File: src/hw/scfg_pkg.sv
package scfg_pkg;

    // ******************************************
    // register map: word index, byte address = 4 * index
    // ******************************************
    localparam int NUM_REGS = 5;
    localparam logic [2:0] IDX_LOCAL_ADDR = 3'h0;
    localparam logic [2:0] IDX_REMOTE_ADDR = 3'h1;
    localparam logic [2:0] IDX_SPREAD_AUDIO = 3'h2;
    localparam logic [2:0] IDX_SPREAD_CAL = 3'h3;
    localparam logic [2:0] IDX_LINK_CTRL = 3'h4;
    // highest word index covered by the write lock
    localparam logic [7:0] LOCK_LAST_IDX = 8'h1F;

    // ******************************************
    // field positions
    // ******************************************
    localparam int ADDR_LSB = 1;
    localparam int LOCK_BIT = 0;
    localparam int SPREAD_LSB = 5;
    localparam int AUDIO_BIT = 4;
    localparam int PCLK_LSB = 2;
    localparam int RATE_LSB = 0;
    localparam int RECAL_LSB = 6;
    localparam int SAW_LSB = 0;
    localparam int SER_BIT = 7;
    localparam int CLINK_BIT = 6;
    localparam int PRBS_BIT = 5;
    localparam int SLEEP_BIT = 4;
    localparam int PERIPH_LSB = 2;
    localparam int REV_BIT = 1;
    localparam int FWD_BIT = 0;

    // ******************************************
    // reset values and write masks
    // ******************************************
    localparam logic [1:0] LOCAL_ADDR_MID = 2'h0;
    localparam logic [1:0] REMOTE_ADDR_MID = 2'h1;
    localparam logic [7:0] SPREAD_AUDIO_RST = 8'h1F;
    localparam logic [7:0] SPREAD_CAL_RST = 8'h00;
    localparam logic [7:0] LINK_CTRL_RST = 8'h03;
    localparam logic [2:0] SPREAD_PIN_CODE = 3'h1;
    localparam logic [7:0] MASK_FULL = 8'hFF;
    localparam logic [7:0] MASK_REMOTE = 8'hFE;
    localparam logic [1:0] RANGE_AUTO = 2'h3;
    localparam logic [1:0] PERIPH_I2C = 2'h0;
    localparam logic [1:0] PERIPH_UART = 2'h1;
    localparam logic [5:0] SAW_AUTO = 6'h00;
    localparam logic [1:0] RECAL_ONCE = 2'h0;
    localparam logic [1:0] RECAL_2MS = 2'h1;
    localparam logic [1:0] RECAL_16MS = 2'h2;
    // spread amplitude in steps of 0.5 percent, indexed by the field
    localparam logic [3:0] SPREAD_HALF_PCT [8] = '{4'h0, 4'h1, 4'h3, 4'h4, 4'h0, 4'h2, 4'h6, 4'h8};

    // ******************************************
    // timing
    // ******************************************
    localparam int CLK_MHZ = 250;
    localparam int STRAP_SETTLE_CYC = 3;
    localparam int REVCC_HOLD_US = 350;
    localparam int RECAL_2MS_US = 2000;
    localparam int RECAL_16MS_US = 16000;
    localparam int RECAL_256MS_US = 256000;
    localparam int REVCC_HOLD_CYC = REVCC_HOLD_US * CLK_MHZ;
    localparam int RECAL_2MS_CYC = RECAL_2MS_US * CLK_MHZ;
    localparam int RECAL_16MS_CYC = RECAL_16MS_US * CLK_MHZ;
    localparam int RECAL_256MS_CYC = RECAL_256MS_US * CLK_MHZ;

    typedef enum logic {SCFG_SETTLE, SCFG_RUN} scfg_state_t;

endpackage

File: src/hw/scfg_regs.sv
`timescale 1ns/10ps
// Function
// - the local link address sits in bits 7..1 of register 0, loaded from the address straps at power-up.
// - while the lock bit (register 0 bit 0) is set, writes to word indices 0..0x1F are ignored.
// - the remote address sits in bits 7..1 of register 1 from the straps, bit 0 reads zero.
// - the spread select field maps to none/0.5/1.5/2/none/1/3/4 percent, reset 001 with spread_pin high else 000.
// - pixel_clk_range picks a fixed range or, at 11 (reset), automatic detection.
// - serial_rate_range picks a fixed rate band or, at 11 (reset), automatic detection.
// - after lock the spread rate is recalibrated once, or every 2, 16 or 256 ms.
// - a zero sawtooth_divider means autocalibrate, any other value is used as the divider.
// - serial_link_on (register 4 bit 7) enables the link, reset is the inverse of auto_start_pin.
// - every register write that starts or stops the link makes the reverse channel unavailable for 350 us.
// - the sleep bit (register 4 bit 4) selects sleep mode, reset taken from control_side_pin and auto_start_pin.
// - base_periph_select chooses I2C (00), UART (01) or no peripheral interface.
// - reverse_channel_on (register 4 bit 1, reset 1) enables reception of the reverse channel.
// - forward_channel_on (register 4 bit 0, reset 1) enables sending of the forward channel.
module scfg_regs #(
    parameter int ADDR_W = 12,
    parameter int REVCC_HOLD_CYC = scfg_pkg::REVCC_HOLD_CYC,
    parameter int RECAL_2MS_CYC = scfg_pkg::RECAL_2MS_CYC,
    parameter int RECAL_16MS_CYC = scfg_pkg::RECAL_16MS_CYC,
    parameter int RECAL_256MS_CYC = scfg_pkg::RECAL_256MS_CYC
) (
    // clock and reset
    input wire logic SYS_CLK_I,
    input wire logic RSTN_I,
    // apb slave
    input wire logic PSEL_I,
    input wire logic PENABLE_I,
    input wire logic PWRITE_I,
    input wire logic [ADDR_W-1:0] PADDR_I,
    input wire logic [31:0] PWDATA_I,
    input wire logic [3:0] PSTRB_I,
    output logic [31:0] PRDATA_O,
    output logic PREADY_O,
    output logic PSLVERR_O,
    // strap pins and link status
    input wire logic [1:0] ADDR_STRAP_LOW_I,
    input wire logic [1:0] ADDR_STRAP_HIGH_I,
    input wire logic SPREAD_PIN_I,
    input wire logic AUTO_START_PIN_I,
    input wire logic CONTROL_SIDE_PIN_I,
    input wire logic LINK_LOCK_I,
    // configuration outputs
    output logic [6:0] LOCAL_DEV_ADDR_O,
    output logic [6:0] REMOTE_DEV_ADDR_O,
    output logic CONFIG_WRITE_LOCK_O,
    output logic [3:0] SPREAD_HALF_PCT_O,
    output logic [1:0] PIXEL_CLK_RANGE_O,
    output logic PIXEL_CLK_AUTO_O,
    output logic [1:0] SERIAL_RATE_RANGE_O,
    output logic SERIAL_RATE_AUTO_O,
    output logic SPREAD_RECAL_O,
    output logic [5:0] SAWTOOTH_DIVIDER_O,
    output logic SAWTOOTH_AUTO_O,
    output logic AUDIO_CHANNEL_ON_O,
    output logic SERIAL_LINK_ON_O,
    output logic CONFIG_LINK_ON_O,
    output logic PRBS_TEST_ON_O,
    output logic SLEEP_O,
    output logic PERIPH_I2C_O,
    output logic PERIPH_UART_O,
    output logic REVERSE_CHANNEL_ON_O,
    output logic FORWARD_CHANNEL_ON_O
);
    // ******************************************
    // elaboration checks
    // ******************************************
    if (ADDR_W < 8 || ADDR_W > 32) begin : g_bad_addr
        $error("scfg_regs: ADDR_W must be 8 to 32");
    end
    if (REVCC_HOLD_CYC < 1 || RECAL_2MS_CYC < 1 || RECAL_16MS_CYC < 1 || RECAL_256MS_CYC < 1) begin : g_bad_cnt
        $error("scfg_regs: timing counts must be at least 1");
    end
    if (RECAL_256MS_CYC >= (1 << 27) || REVCC_HOLD_CYC >= (1 << 17)) begin : g_big_cnt
        $error("scfg_regs: timing count too wide for its counter");
    end

    // ******************************************
    // pin synchronisers
    // ******************************************
    logic [7:0] pins_sync;
    scfg_sync #(.W(8)) u_pin_sync (
        .clk_i(SYS_CLK_I),
        .rstn_i(RSTN_I),
        .async_i({LINK_LOCK_I, CONTROL_SIDE_PIN_I, AUTO_START_PIN_I, SPREAD_PIN_I,
                  ADDR_STRAP_HIGH_I, ADDR_STRAP_LOW_I}),
        .sync_o(pins_sync)
    );
    logic [1:0] strap_low;
    logic [1:0] strap_high;
    logic spread_pin;
    logic auto_start_pin;
    logic control_side_pin;
    logic link_lock;
    assign strap_low = pins_sync[1:0];
    assign strap_high = pins_sync[3:2];
    assign spread_pin = pins_sync[4];
    assign auto_start_pin = pins_sync[5];
    assign control_side_pin = pins_sync[6];
    assign link_lock = pins_sync[7];

    // ******************************************
    // startup: straps settle, then reset values load
    // ******************************************
    scfg_pkg::scfg_state_t state_reg, state_next;
    logic [1:0] settle_reg, settle_next;
    logic load_now;

    // straps are caught by the clock after release, never by the async reset
    always_comb begin
        state_next = state_reg;
        settle_next = settle_reg;
        load_now = 1'b0;
        case (state_reg)
            scfg_pkg::SCFG_SETTLE: begin
                if (settle_reg == 2'(scfg_pkg::STRAP_SETTLE_CYC - 1)) begin
                    load_now = 1'b1;
                    state_next = scfg_pkg::SCFG_RUN;
                end else begin
                    settle_next = settle_reg + 2'h1;
                end
            end
            scfg_pkg::SCFG_RUN: begin
                state_next = scfg_pkg::SCFG_RUN;
            end
            default: begin
                state_next = scfg_pkg::SCFG_SETTLE;
            end
        endcase
    end

    always_ff @(posedge SYS_CLK_I or negedge RSTN_I) begin
        if (!RSTN_I) begin
            state_reg <= scfg_pkg::SCFG_SETTLE;
            settle_reg <= 2'h0;
        end else begin
            state_reg <= state_next;
            settle_reg <= settle_next;
        end
    end

    // ******************************************
    // apb slave and register storage
    // ******************************************
    logic [7:0] regs_reg [scfg_pkg::NUM_REGS];
    logic [7:0] regs_next [scfg_pkg::NUM_REGS];
    logic pready_reg, pready_next;
    logic pslverr_reg, pslverr_next;
    logic [31:0] prdata_reg, prdata_next;
    logic [ADDR_W-3:0] word_idx;
    logic mapped;
    logic wr_fire;
    logic [7:0] wmask;

    assign word_idx = PADDR_I[ADDR_W-1:2];
    assign mapped = (PADDR_I[1:0] == 2'h0) && (word_idx < (ADDR_W-2)'(scfg_pkg::NUM_REGS));
    assign wr_fire = PSEL_I && PENABLE_I && PWRITE_I && pready_reg;
    assign wmask = (word_idx[2:0] == scfg_pkg::IDX_REMOTE_ADDR) ? scfg_pkg::MASK_REMOTE : scfg_pkg::MASK_FULL;

    // one wait-free answer after setup; held off until the straps are loaded
    always_comb begin
        pready_next = PSEL_I && (state_reg == scfg_pkg::SCFG_RUN) && !pready_reg;
        pslverr_next = pready_next && !mapped;
        prdata_next = prdata_reg;
        if (pready_next) begin
            prdata_next = (mapped && !PWRITE_I) ? {24'h00_0000, regs_reg[word_idx[2:0]]} : 32'h0000_0000;
        end
    end

    // register contents: strap defaults, then software writes
    always_comb begin
        for (int i = 0; i < scfg_pkg::NUM_REGS; i++) begin
            regs_next[i] = regs_reg[i];
        end
        if (load_now) begin
            regs_next[scfg_pkg::IDX_LOCAL_ADDR] = {strap_high, scfg_pkg::LOCAL_ADDR_MID, strap_low, 1'b0, 1'b0};
            regs_next[scfg_pkg::IDX_REMOTE_ADDR] = {strap_high, scfg_pkg::REMOTE_ADDR_MID, strap_low, 1'b0, 1'b0};
            regs_next[scfg_pkg::IDX_SPREAD_AUDIO] = scfg_pkg::SPREAD_AUDIO_RST;
            regs_next[scfg_pkg::IDX_SPREAD_AUDIO][scfg_pkg::SPREAD_LSB +: 3] =
                spread_pin ? scfg_pkg::SPREAD_PIN_CODE : 3'h0;
            regs_next[scfg_pkg::IDX_SPREAD_CAL] = scfg_pkg::SPREAD_CAL_RST;
            // link default from auto start pin
            regs_next[scfg_pkg::IDX_LINK_CTRL] = scfg_pkg::LINK_CTRL_RST;
            regs_next[scfg_pkg::IDX_LINK_CTRL][scfg_pkg::SER_BIT] = !auto_start_pin;
            regs_next[scfg_pkg::IDX_LINK_CTRL][scfg_pkg::SLEEP_BIT] = auto_start_pin && control_side_pin;
        end else if (wr_fire && mapped && PSTRB_I[0] &&
                     !(regs_reg[scfg_pkg::IDX_LOCAL_ADDR][scfg_pkg::LOCK_BIT] &&
                       {{(32-ADDR_W){1'b0}}, PADDR_I[ADDR_W-1:2], 2'h0} <= {22'h0, scfg_pkg::LOCK_LAST_IDX, 2'h0})) begin
            regs_next[word_idx[2:0]] = (PWDATA_I[7:0] & wmask) | (regs_reg[word_idx[2:0]] & ~wmask);
        end
    end

    always_ff @(posedge SYS_CLK_I or negedge RSTN_I) begin
        if (!RSTN_I) begin
            for (int i = 0; i < scfg_pkg::NUM_REGS; i++) begin
                regs_reg[i] <= 8'h00;
            end
            pready_reg <= 1'b0;
            pslverr_reg <= 1'b0;
            prdata_reg <= 32'h0000_0000;
        end else begin
            for (int i = 0; i < scfg_pkg::NUM_REGS; i++) begin
                regs_reg[i] <= regs_next[i];
            end
            pready_reg <= pready_next;
            pslverr_reg <= pslverr_next;
            prdata_reg <= prdata_next;
        end
    end

    // ******************************************
    // reverse channel hold after link start or stop
    // ******************************************
    logic [16:0] hold_reg, hold_next;
    logic ser_on_next;
    assign ser_on_next = regs_next[scfg_pkg::IDX_LINK_CTRL][scfg_pkg::SER_BIT];

    always_comb begin
        hold_next = hold_reg;
        if (state_reg == scfg_pkg::SCFG_RUN && ser_on_next != regs_reg[scfg_pkg::IDX_LINK_CTRL][scfg_pkg::SER_BIT]) begin
            hold_next = 17'(REVCC_HOLD_CYC);
        end else if (hold_reg != 17'h0_0000) begin
            hold_next = hold_reg - 17'h0_0001;
        end
    end

    always_ff @(posedge SYS_CLK_I or negedge RSTN_I) begin
        if (!RSTN_I) begin
            hold_reg <= 17'h0_0000;
        end else begin
            hold_reg <= hold_next;
        end
    end

    // ******************************************
    // spread rate recalibration timer
    // ******************************************
    logic [26:0] recal_cnt_reg, recal_cnt_next;
    logic lock_d_reg, lock_d_next;
    logic recal_reg, recal_next;
    logic [26:0] recal_period;
    logic [1:0] recal_sel;
    assign recal_sel = regs_reg[scfg_pkg::IDX_SPREAD_CAL][scfg_pkg::RECAL_LSB +: 2];

    always_comb begin
        case (recal_sel)
            scfg_pkg::RECAL_2MS: recal_period = 27'(RECAL_2MS_CYC);
            scfg_pkg::RECAL_16MS: recal_period = 27'(RECAL_16MS_CYC);
            default: recal_period = 27'(RECAL_256MS_CYC);
        endcase
        lock_d_next = link_lock;
        recal_next = 1'b0;
        recal_cnt_next = 27'h000_0000;
        // one pulse at lock, then periodic unless in once mode
        if (link_lock && !lock_d_reg) begin
            recal_next = 1'b1;
        end else if (link_lock && recal_sel != scfg_pkg::RECAL_ONCE) begin
            if (recal_cnt_reg >= recal_period - 27'h000_0001) begin
                recal_next = 1'b1;
            end else begin
                recal_cnt_next = recal_cnt_reg + 27'h000_0001;
            end
        end
    end

    always_ff @(posedge SYS_CLK_I or negedge RSTN_I) begin
        if (!RSTN_I) begin
            recal_cnt_reg <= 27'h000_0000;
            lock_d_reg <= 1'b0;
            recal_reg <= 1'b0;
        end else begin
            recal_cnt_reg <= recal_cnt_next;
            lock_d_reg <= lock_d_next;
            recal_reg <= recal_next;
        end
    end

    // ******************************************
    // registered configuration outputs
    // ******************************************
    logic [7:0] r2n, r3n, r4n;
    logic [3:0] spread_reg, spread_next;
    logic [4:0] dec_reg, dec_next;
    assign r2n = regs_next[scfg_pkg::IDX_SPREAD_AUDIO];
    assign r3n = regs_next[scfg_pkg::IDX_SPREAD_CAL];
    assign r4n = regs_next[scfg_pkg::IDX_LINK_CTRL];

    // decoded flags track the fields they come from in the same cycle
    always_comb begin
        spread_next = scfg_pkg::SPREAD_HALF_PCT[r2n[scfg_pkg::SPREAD_LSB +: 3]];
        dec_next[0] = r2n[scfg_pkg::PCLK_LSB +: 2] == scfg_pkg::RANGE_AUTO;
        dec_next[1] = r2n[scfg_pkg::RATE_LSB +: 2] == scfg_pkg::RANGE_AUTO;
        dec_next[2] = r3n[scfg_pkg::SAW_LSB +: 6] == scfg_pkg::SAW_AUTO;
        dec_next[3] = r4n[scfg_pkg::PERIPH_LSB +: 2] == scfg_pkg::PERIPH_I2C;
        dec_next[4] = r4n[scfg_pkg::PERIPH_LSB +: 2] == scfg_pkg::PERIPH_UART;
    end

    always_ff @(posedge SYS_CLK_I or negedge RSTN_I) begin
        if (!RSTN_I) begin
            spread_reg <= 4'h0;
            dec_reg <= 5'h00;
        end else begin
            spread_reg <= spread_next;
            dec_reg <= dec_next;
        end
    end

    logic rev_reg;
    always_ff @(posedge SYS_CLK_I or negedge RSTN_I) begin
        if (!RSTN_I) begin
            rev_reg <= 1'b0;
        end else begin
            rev_reg <= r4n[scfg_pkg::REV_BIT] && (hold_next == 17'h0_0000);
        end
    end

    assign PRDATA_O = prdata_reg;
    assign PREADY_O = pready_reg;
    assign PSLVERR_O = pslverr_reg;
    assign LOCAL_DEV_ADDR_O = regs_reg[scfg_pkg::IDX_LOCAL_ADDR][scfg_pkg::ADDR_LSB +: 7];
    assign REMOTE_DEV_ADDR_O = regs_reg[scfg_pkg::IDX_REMOTE_ADDR][scfg_pkg::ADDR_LSB +: 7];
    assign CONFIG_WRITE_LOCK_O = regs_reg[scfg_pkg::IDX_LOCAL_ADDR][scfg_pkg::LOCK_BIT];
    assign SPREAD_HALF_PCT_O = spread_reg;
    assign PIXEL_CLK_RANGE_O = regs_reg[scfg_pkg::IDX_SPREAD_AUDIO][scfg_pkg::PCLK_LSB +: 2];
    assign PIXEL_CLK_AUTO_O = dec_reg[0];
    assign SERIAL_RATE_RANGE_O = regs_reg[scfg_pkg::IDX_SPREAD_AUDIO][scfg_pkg::RATE_LSB +: 2];
    assign SERIAL_RATE_AUTO_O = dec_reg[1];
    assign SPREAD_RECAL_O = recal_reg;
    assign SAWTOOTH_DIVIDER_O = regs_reg[scfg_pkg::IDX_SPREAD_CAL][scfg_pkg::SAW_LSB +: 6];
    assign SAWTOOTH_AUTO_O = dec_reg[2];
    assign AUDIO_CHANNEL_ON_O = regs_reg[scfg_pkg::IDX_SPREAD_AUDIO][scfg_pkg::AUDIO_BIT];
    assign SERIAL_LINK_ON_O = regs_reg[scfg_pkg::IDX_LINK_CTRL][scfg_pkg::SER_BIT];
    assign CONFIG_LINK_ON_O = regs_reg[scfg_pkg::IDX_LINK_CTRL][scfg_pkg::CLINK_BIT];
    assign PRBS_TEST_ON_O = regs_reg[scfg_pkg::IDX_LINK_CTRL][scfg_pkg::PRBS_BIT];
    assign SLEEP_O = regs_reg[scfg_pkg::IDX_LINK_CTRL][scfg_pkg::SLEEP_BIT];
    assign PERIPH_I2C_O = dec_reg[3];
    assign PERIPH_UART_O = dec_reg[4];
    assign REVERSE_CHANNEL_ON_O = rev_reg;
    assign FORWARD_CHANNEL_ON_O = regs_reg[scfg_pkg::IDX_LINK_CTRL][scfg_pkg::FWD_BIT];
endmodule

File: src/hw/scfg_sync.sv
`timescale 1ns/10ps
module scfg_sync #(
    parameter int W = 1
) (
    // clock and reset
    input wire logic clk_i,
    input wire logic rstn_i,
    // asynchronous level in, synchronised level out
    input wire logic [W-1:0] async_i,
    output logic [W-1:0] sync_o
);
    logic [W-1:0] meta_reg;
    logic [W-1:0] sync_reg;

    // two flops; only the second reads the first
    always_ff @(posedge clk_i or negedge rstn_i) begin
        if (!rstn_i) begin
            meta_reg <= '0;
            sync_reg <= '0;
        end else begin
            meta_reg <= async_i;
            sync_reg <= meta_reg;
        end
    end

    assign sync_o = sync_reg;
endmodule

File: config.mk
export PLATFORM = sky130hd
export DESIGN_NAME = scfg_regs
export DESIGN_NICKNAME = d
export VERILOG_FILES = /design/src/hw/scfg_pkg.sv /design/src/hw/scfg_regs.sv /design/src/hw/scfg_sync.sv
export SDC_FILE = /design/constraint.sdc
export NUM_CORES = 1
export LEC_CHECK = 0
export BUFFER_PORTS_ARGS = -buffer_cell sky130_fd_sc_hd__clkbuf_2
export CAP_MARGIN = 5
export CORE_UTILIZATION = 50
export DETAILED_ROUTE_END_ITERATION = 10
export PLACE_DENSITY = 0.73
export SLEW_MARGIN = 10
export SYNTH_ARGS = -nofsm -noshare
export SYNTH_HDL_FRONTEND = slang
export SYNTH_SLANG_ARGS = --single-unit
File: constraint.sdc
create_clock -name SYS_CLK_I -period 8.1 [get_ports SYS_CLK_I]
set_clock_uncertainty 0.2 [all_clocks]
set_input_delay 1.62 -clock SYS_CLK_I [delete_from_list [all_inputs] [get_ports SYS_CLK_I]]
set_output_delay 1.62 -clock SYS_CLK_I [all_outputs]
set_load 0.05 [all_outputs]
==> metrics <==
outcome=finished, final reports clean; share of the yosys chip area belonging to registers=0.477; drt first pass iters=4; required time of the critical path=8.23 ns; Final Wtd Congestion=0.806; count of mapped cells out of synthesis=625; post-detailed-route count of antenna-violating nets=0; type of the worst min-delay path=reg2reg; fin crit period=3.92 ns; post-synthesis cell area=0.00656 sq mm; share of post-route cells with drive strength above 1=0.198; total vias in the final route=4691; Post-Place Cell Area=0.00687 sq mm; vias in the first global route=4713; # Max-Cap Violations=0; Slew HR=0.305; wire length of the first global-routing pass=23.0 mm; last element of the critical path=dec_reg[2]; cell taking the most area after synthesis=dfrtp_1; post-detailed-route wirelength per cell=15.7 um; maximum VDD drop=0.000147 V; number of nets in the finished design=782; CTS Sinks=125; vertical die dimension=117 um; startpoint types=input port; initial core utilization=0.515; ys async rst share=1.00; max reg flops=27; Static Leak=3.79 nW; hold buffer count at cts=0; WP data arrival=4.06 ns; Seq cells post-synth=125; post-layout instance count excluding filler cells=874; part of the cycle the worst path needs=0.484; Core Region=0.0127 sq mm; number of warnings printed during yosys synthesis=0; site row count=41; top library cells by usage in the layout, fill and taps aside=dfrtp_1 (125), clkbuf_2 (84), nor2_1 (77), nand2_1 (50), mux2i_1 (39); setup slack after placement=3.75 ns; Total Wirelength=13.7 mm; largest net degree at the start of global routing=77; detailed placement HPWL=9.88 mm; clock-pin slew reported for the worst setup and hold paths after clock tree synthesis=0.05 ns; number of levels the H-tree was split into=4; total of buffers placed on input and output ports=85; crit path launch=PADDR_I[10]; antenna violations before repair=0; fill count=1087; drt initial violations=202; post-CTS repair timing setup buffer count=0; GR Overflow Total=0; cells taking the most area after synthesis=dfrtp_1 (48%), ha_1 (6.1%), mux2i_1 (6.0%); number of hold violations in the final report=0; floorplan die area=0.0136 sq mm; slew at the pin closest to its max-slew limit=1.04 ns; final count of pins violating max slew=0; count of antenna diodes in the layout=0; root buffer cell=clkbuf_16; worst-skew pair later-pin latency=0.42 ns; Netlist cell types=60; final setup margin=4.18 ns; DR DRC count=0; unrepaired setup endpoints after global routing=no; final instance area=0.00747 sq mm; most used flip-flop cell after synthesis=dfrtp_1; overall track demand over capacity in global routing=0.225; vias per std cell=5.37; Max Clock Freq=255 MHz; number of enable flip-flop cells after synthesis=0; die width=117 um; IO Count=137; critical register-to-register path startpoint=recal_sel[0]; synthesized area divided by synthesized cell count=10.5 sq um; number of gates resized after CTS=0; CTS tree=yes; # placed instances=842; endpoint of the worst-slack reg-to-reg timing path=recal_cnt_reg[8]; final setup violation count=0; final core area utilization=0.587; critical path type=in2reg; worst reg-to-reg path cell count=11; Area growth syn-to-layout=14.0%; total CTS buffers=17; maximum fanout along the worst path=10; buffers from clock root to sink, at most=2; CP endpoint kind=flip-flop; slack of the worst reg-to-reg path=4.41 ns; most common cell after layout, fill and taps aside=dfrtp_1; area share of the largest cell type after synthesis=0.477; total power per unit cell area=200 mW/mm^2; total negative slack for setup checks=0 ns
-- per-layer routing --
metal / routed length [um] / GRT usage / up-vias / part of all wire
li1: - / - / 2240 / -
met1: 6050 / 0.285 / 2288 / 0.44
met5: 0 / 0 / - / 0
met4: 265 / 0.103 / 0 / 0.019
met2: 6700 / 0.369 / 141 / 0.49
met3: 712 / 0.0519 / 22 / 0.052
-- synth_stat cells (2+ instances only) --
| library cell | number |
|---|---|
| dfrtp_1 | 125 |
| nor2_1 | 77 |
| nand2_1 | 50 |
| buf_4 | 49 |
| mux2i_1 | 39 |
| ha_1 | 32 |
| nand3_1 | 20 |
| xor2_1 | 18 |
| clkbuf_1 | 17 |
| a21oi_1 | 16 |
| nor3_1 | 16 |
| xnor2_1 | 16 |
| inv_1 | 13 |
| o21ai_0 | 13 |
| a21o_1 | 9 |
| a22oi_1 | 8 |
| and3_1 | 8 |
| mux4_2 | 8 |
| nor4_1 | 7 |
| or4_1 | 7 |
| and2_1 | 6 |
| nand4_1 | 6 |
| and4_1 | 4 |
| mux2_1 | 3 |
| nand2b_1 | 3 |
| nand3b_1 | 3 |
| nor2b_1 | 3 |
| o211ai_1 | 3 |
| o21ai_1 | 3 |
| a211oi_1 | 2 |
| conb_1 | 2 |
| mux2_2 | 2 |
| nor3b_1 | 2 |
| nor4_2 | 2 |
| o2111ai_1 | 2 |
| o211a_1 | 2 |
| o21a_1 | 2 |
| or2_1 | 2 |
| or2_2 | 2 |
| or3_1 | 2 |
| or4b_1 | 2 |
-- worst max-delay path: stages --
cell,delay (ns)
clkbuf_2,0.07
or4_1,0.52
and3b_1,0.27
o21a_1,0.18
nand4_1,0.58
or4_1,0.70
nand3_1,0.10
-- worst min-delay path by stage --
stage	endpoint	start	cells after the start	slack, ns
finish	u_pin_sync.sync_o[1]	u_pin_sync.meta_reg[1]	0	0.15
global route	u_pin_sync.sync_o[6]	u_pin_sync.meta_reg[6]	0	0.15
CTS	u_pin_sync.sync_o[6]	u_pin_sync.meta_reg[6]	0	0.15
detailed placement	u_pin_sync.sync_o[6]	u_pin_sync.meta_reg[6]	0	0.14
global placement	u_pin_sync.sync_o[1]	u_pin_sync.meta_reg[1]	0	0.13
floorplan	u_pin_sync.sync_o[0]	u_pin_sync.meta_reg[0]	0	0.13
-- area by class of cell --
| type | count | area, sq um | share of cell area |
|---|---|---|---|
| clock inverters | 5 | 77.6 | 0.0104 |
| flip-flops and latches | 125 | 3130 | 0.419 |
| multi-input cells | 442 | 3020 | 0.404 |
| well taps | 172 | 215 | 0.0288 |
| repair buffers | 89 | 458 | 0.0613 |
| clock buffers | 27 | 523 | 0.0700 |
| inverters | 14 | 52.6 | 0.00703 |
-- stage by stage --
step | power (mW) | hold WS, ns
floorplan | 0.721 | 0.131
global placement | 0.741 | 0.133
detailed placement | 0.743 | 0.136
CTS | 1.51 | 0.147
global route | 1.54 | 0.148
finish | 1.49 | 0.148
-- logic make-up (layout without fill, tap and decap cells) --
logic type | Yosys count | after routing | synth area share
simple gates | 231 | 231 | 0.178
flops | 125 | 125 | 0.477
buf+inv | 83 | 135 | 0.0769
compound gates | 66 | 66 | 0.0651
mux | 52 | 52 | 0.0956
xor+xnor | 34 | 34 | 0.0454
fa+ha+maj | 32 | 32 | 0.0611
other cells | 2 | 27 | 0.00115
-- report_power, final --
group | leakage, nW | internal, mW | switching (mW)
registers | 1.55 | 0.635 | 0.00642
logic | 1.94 | 0.0205 | 0.0705
clock network | 0.294 | 0.501 | 0.260
(Power assumes the default switching activity.)
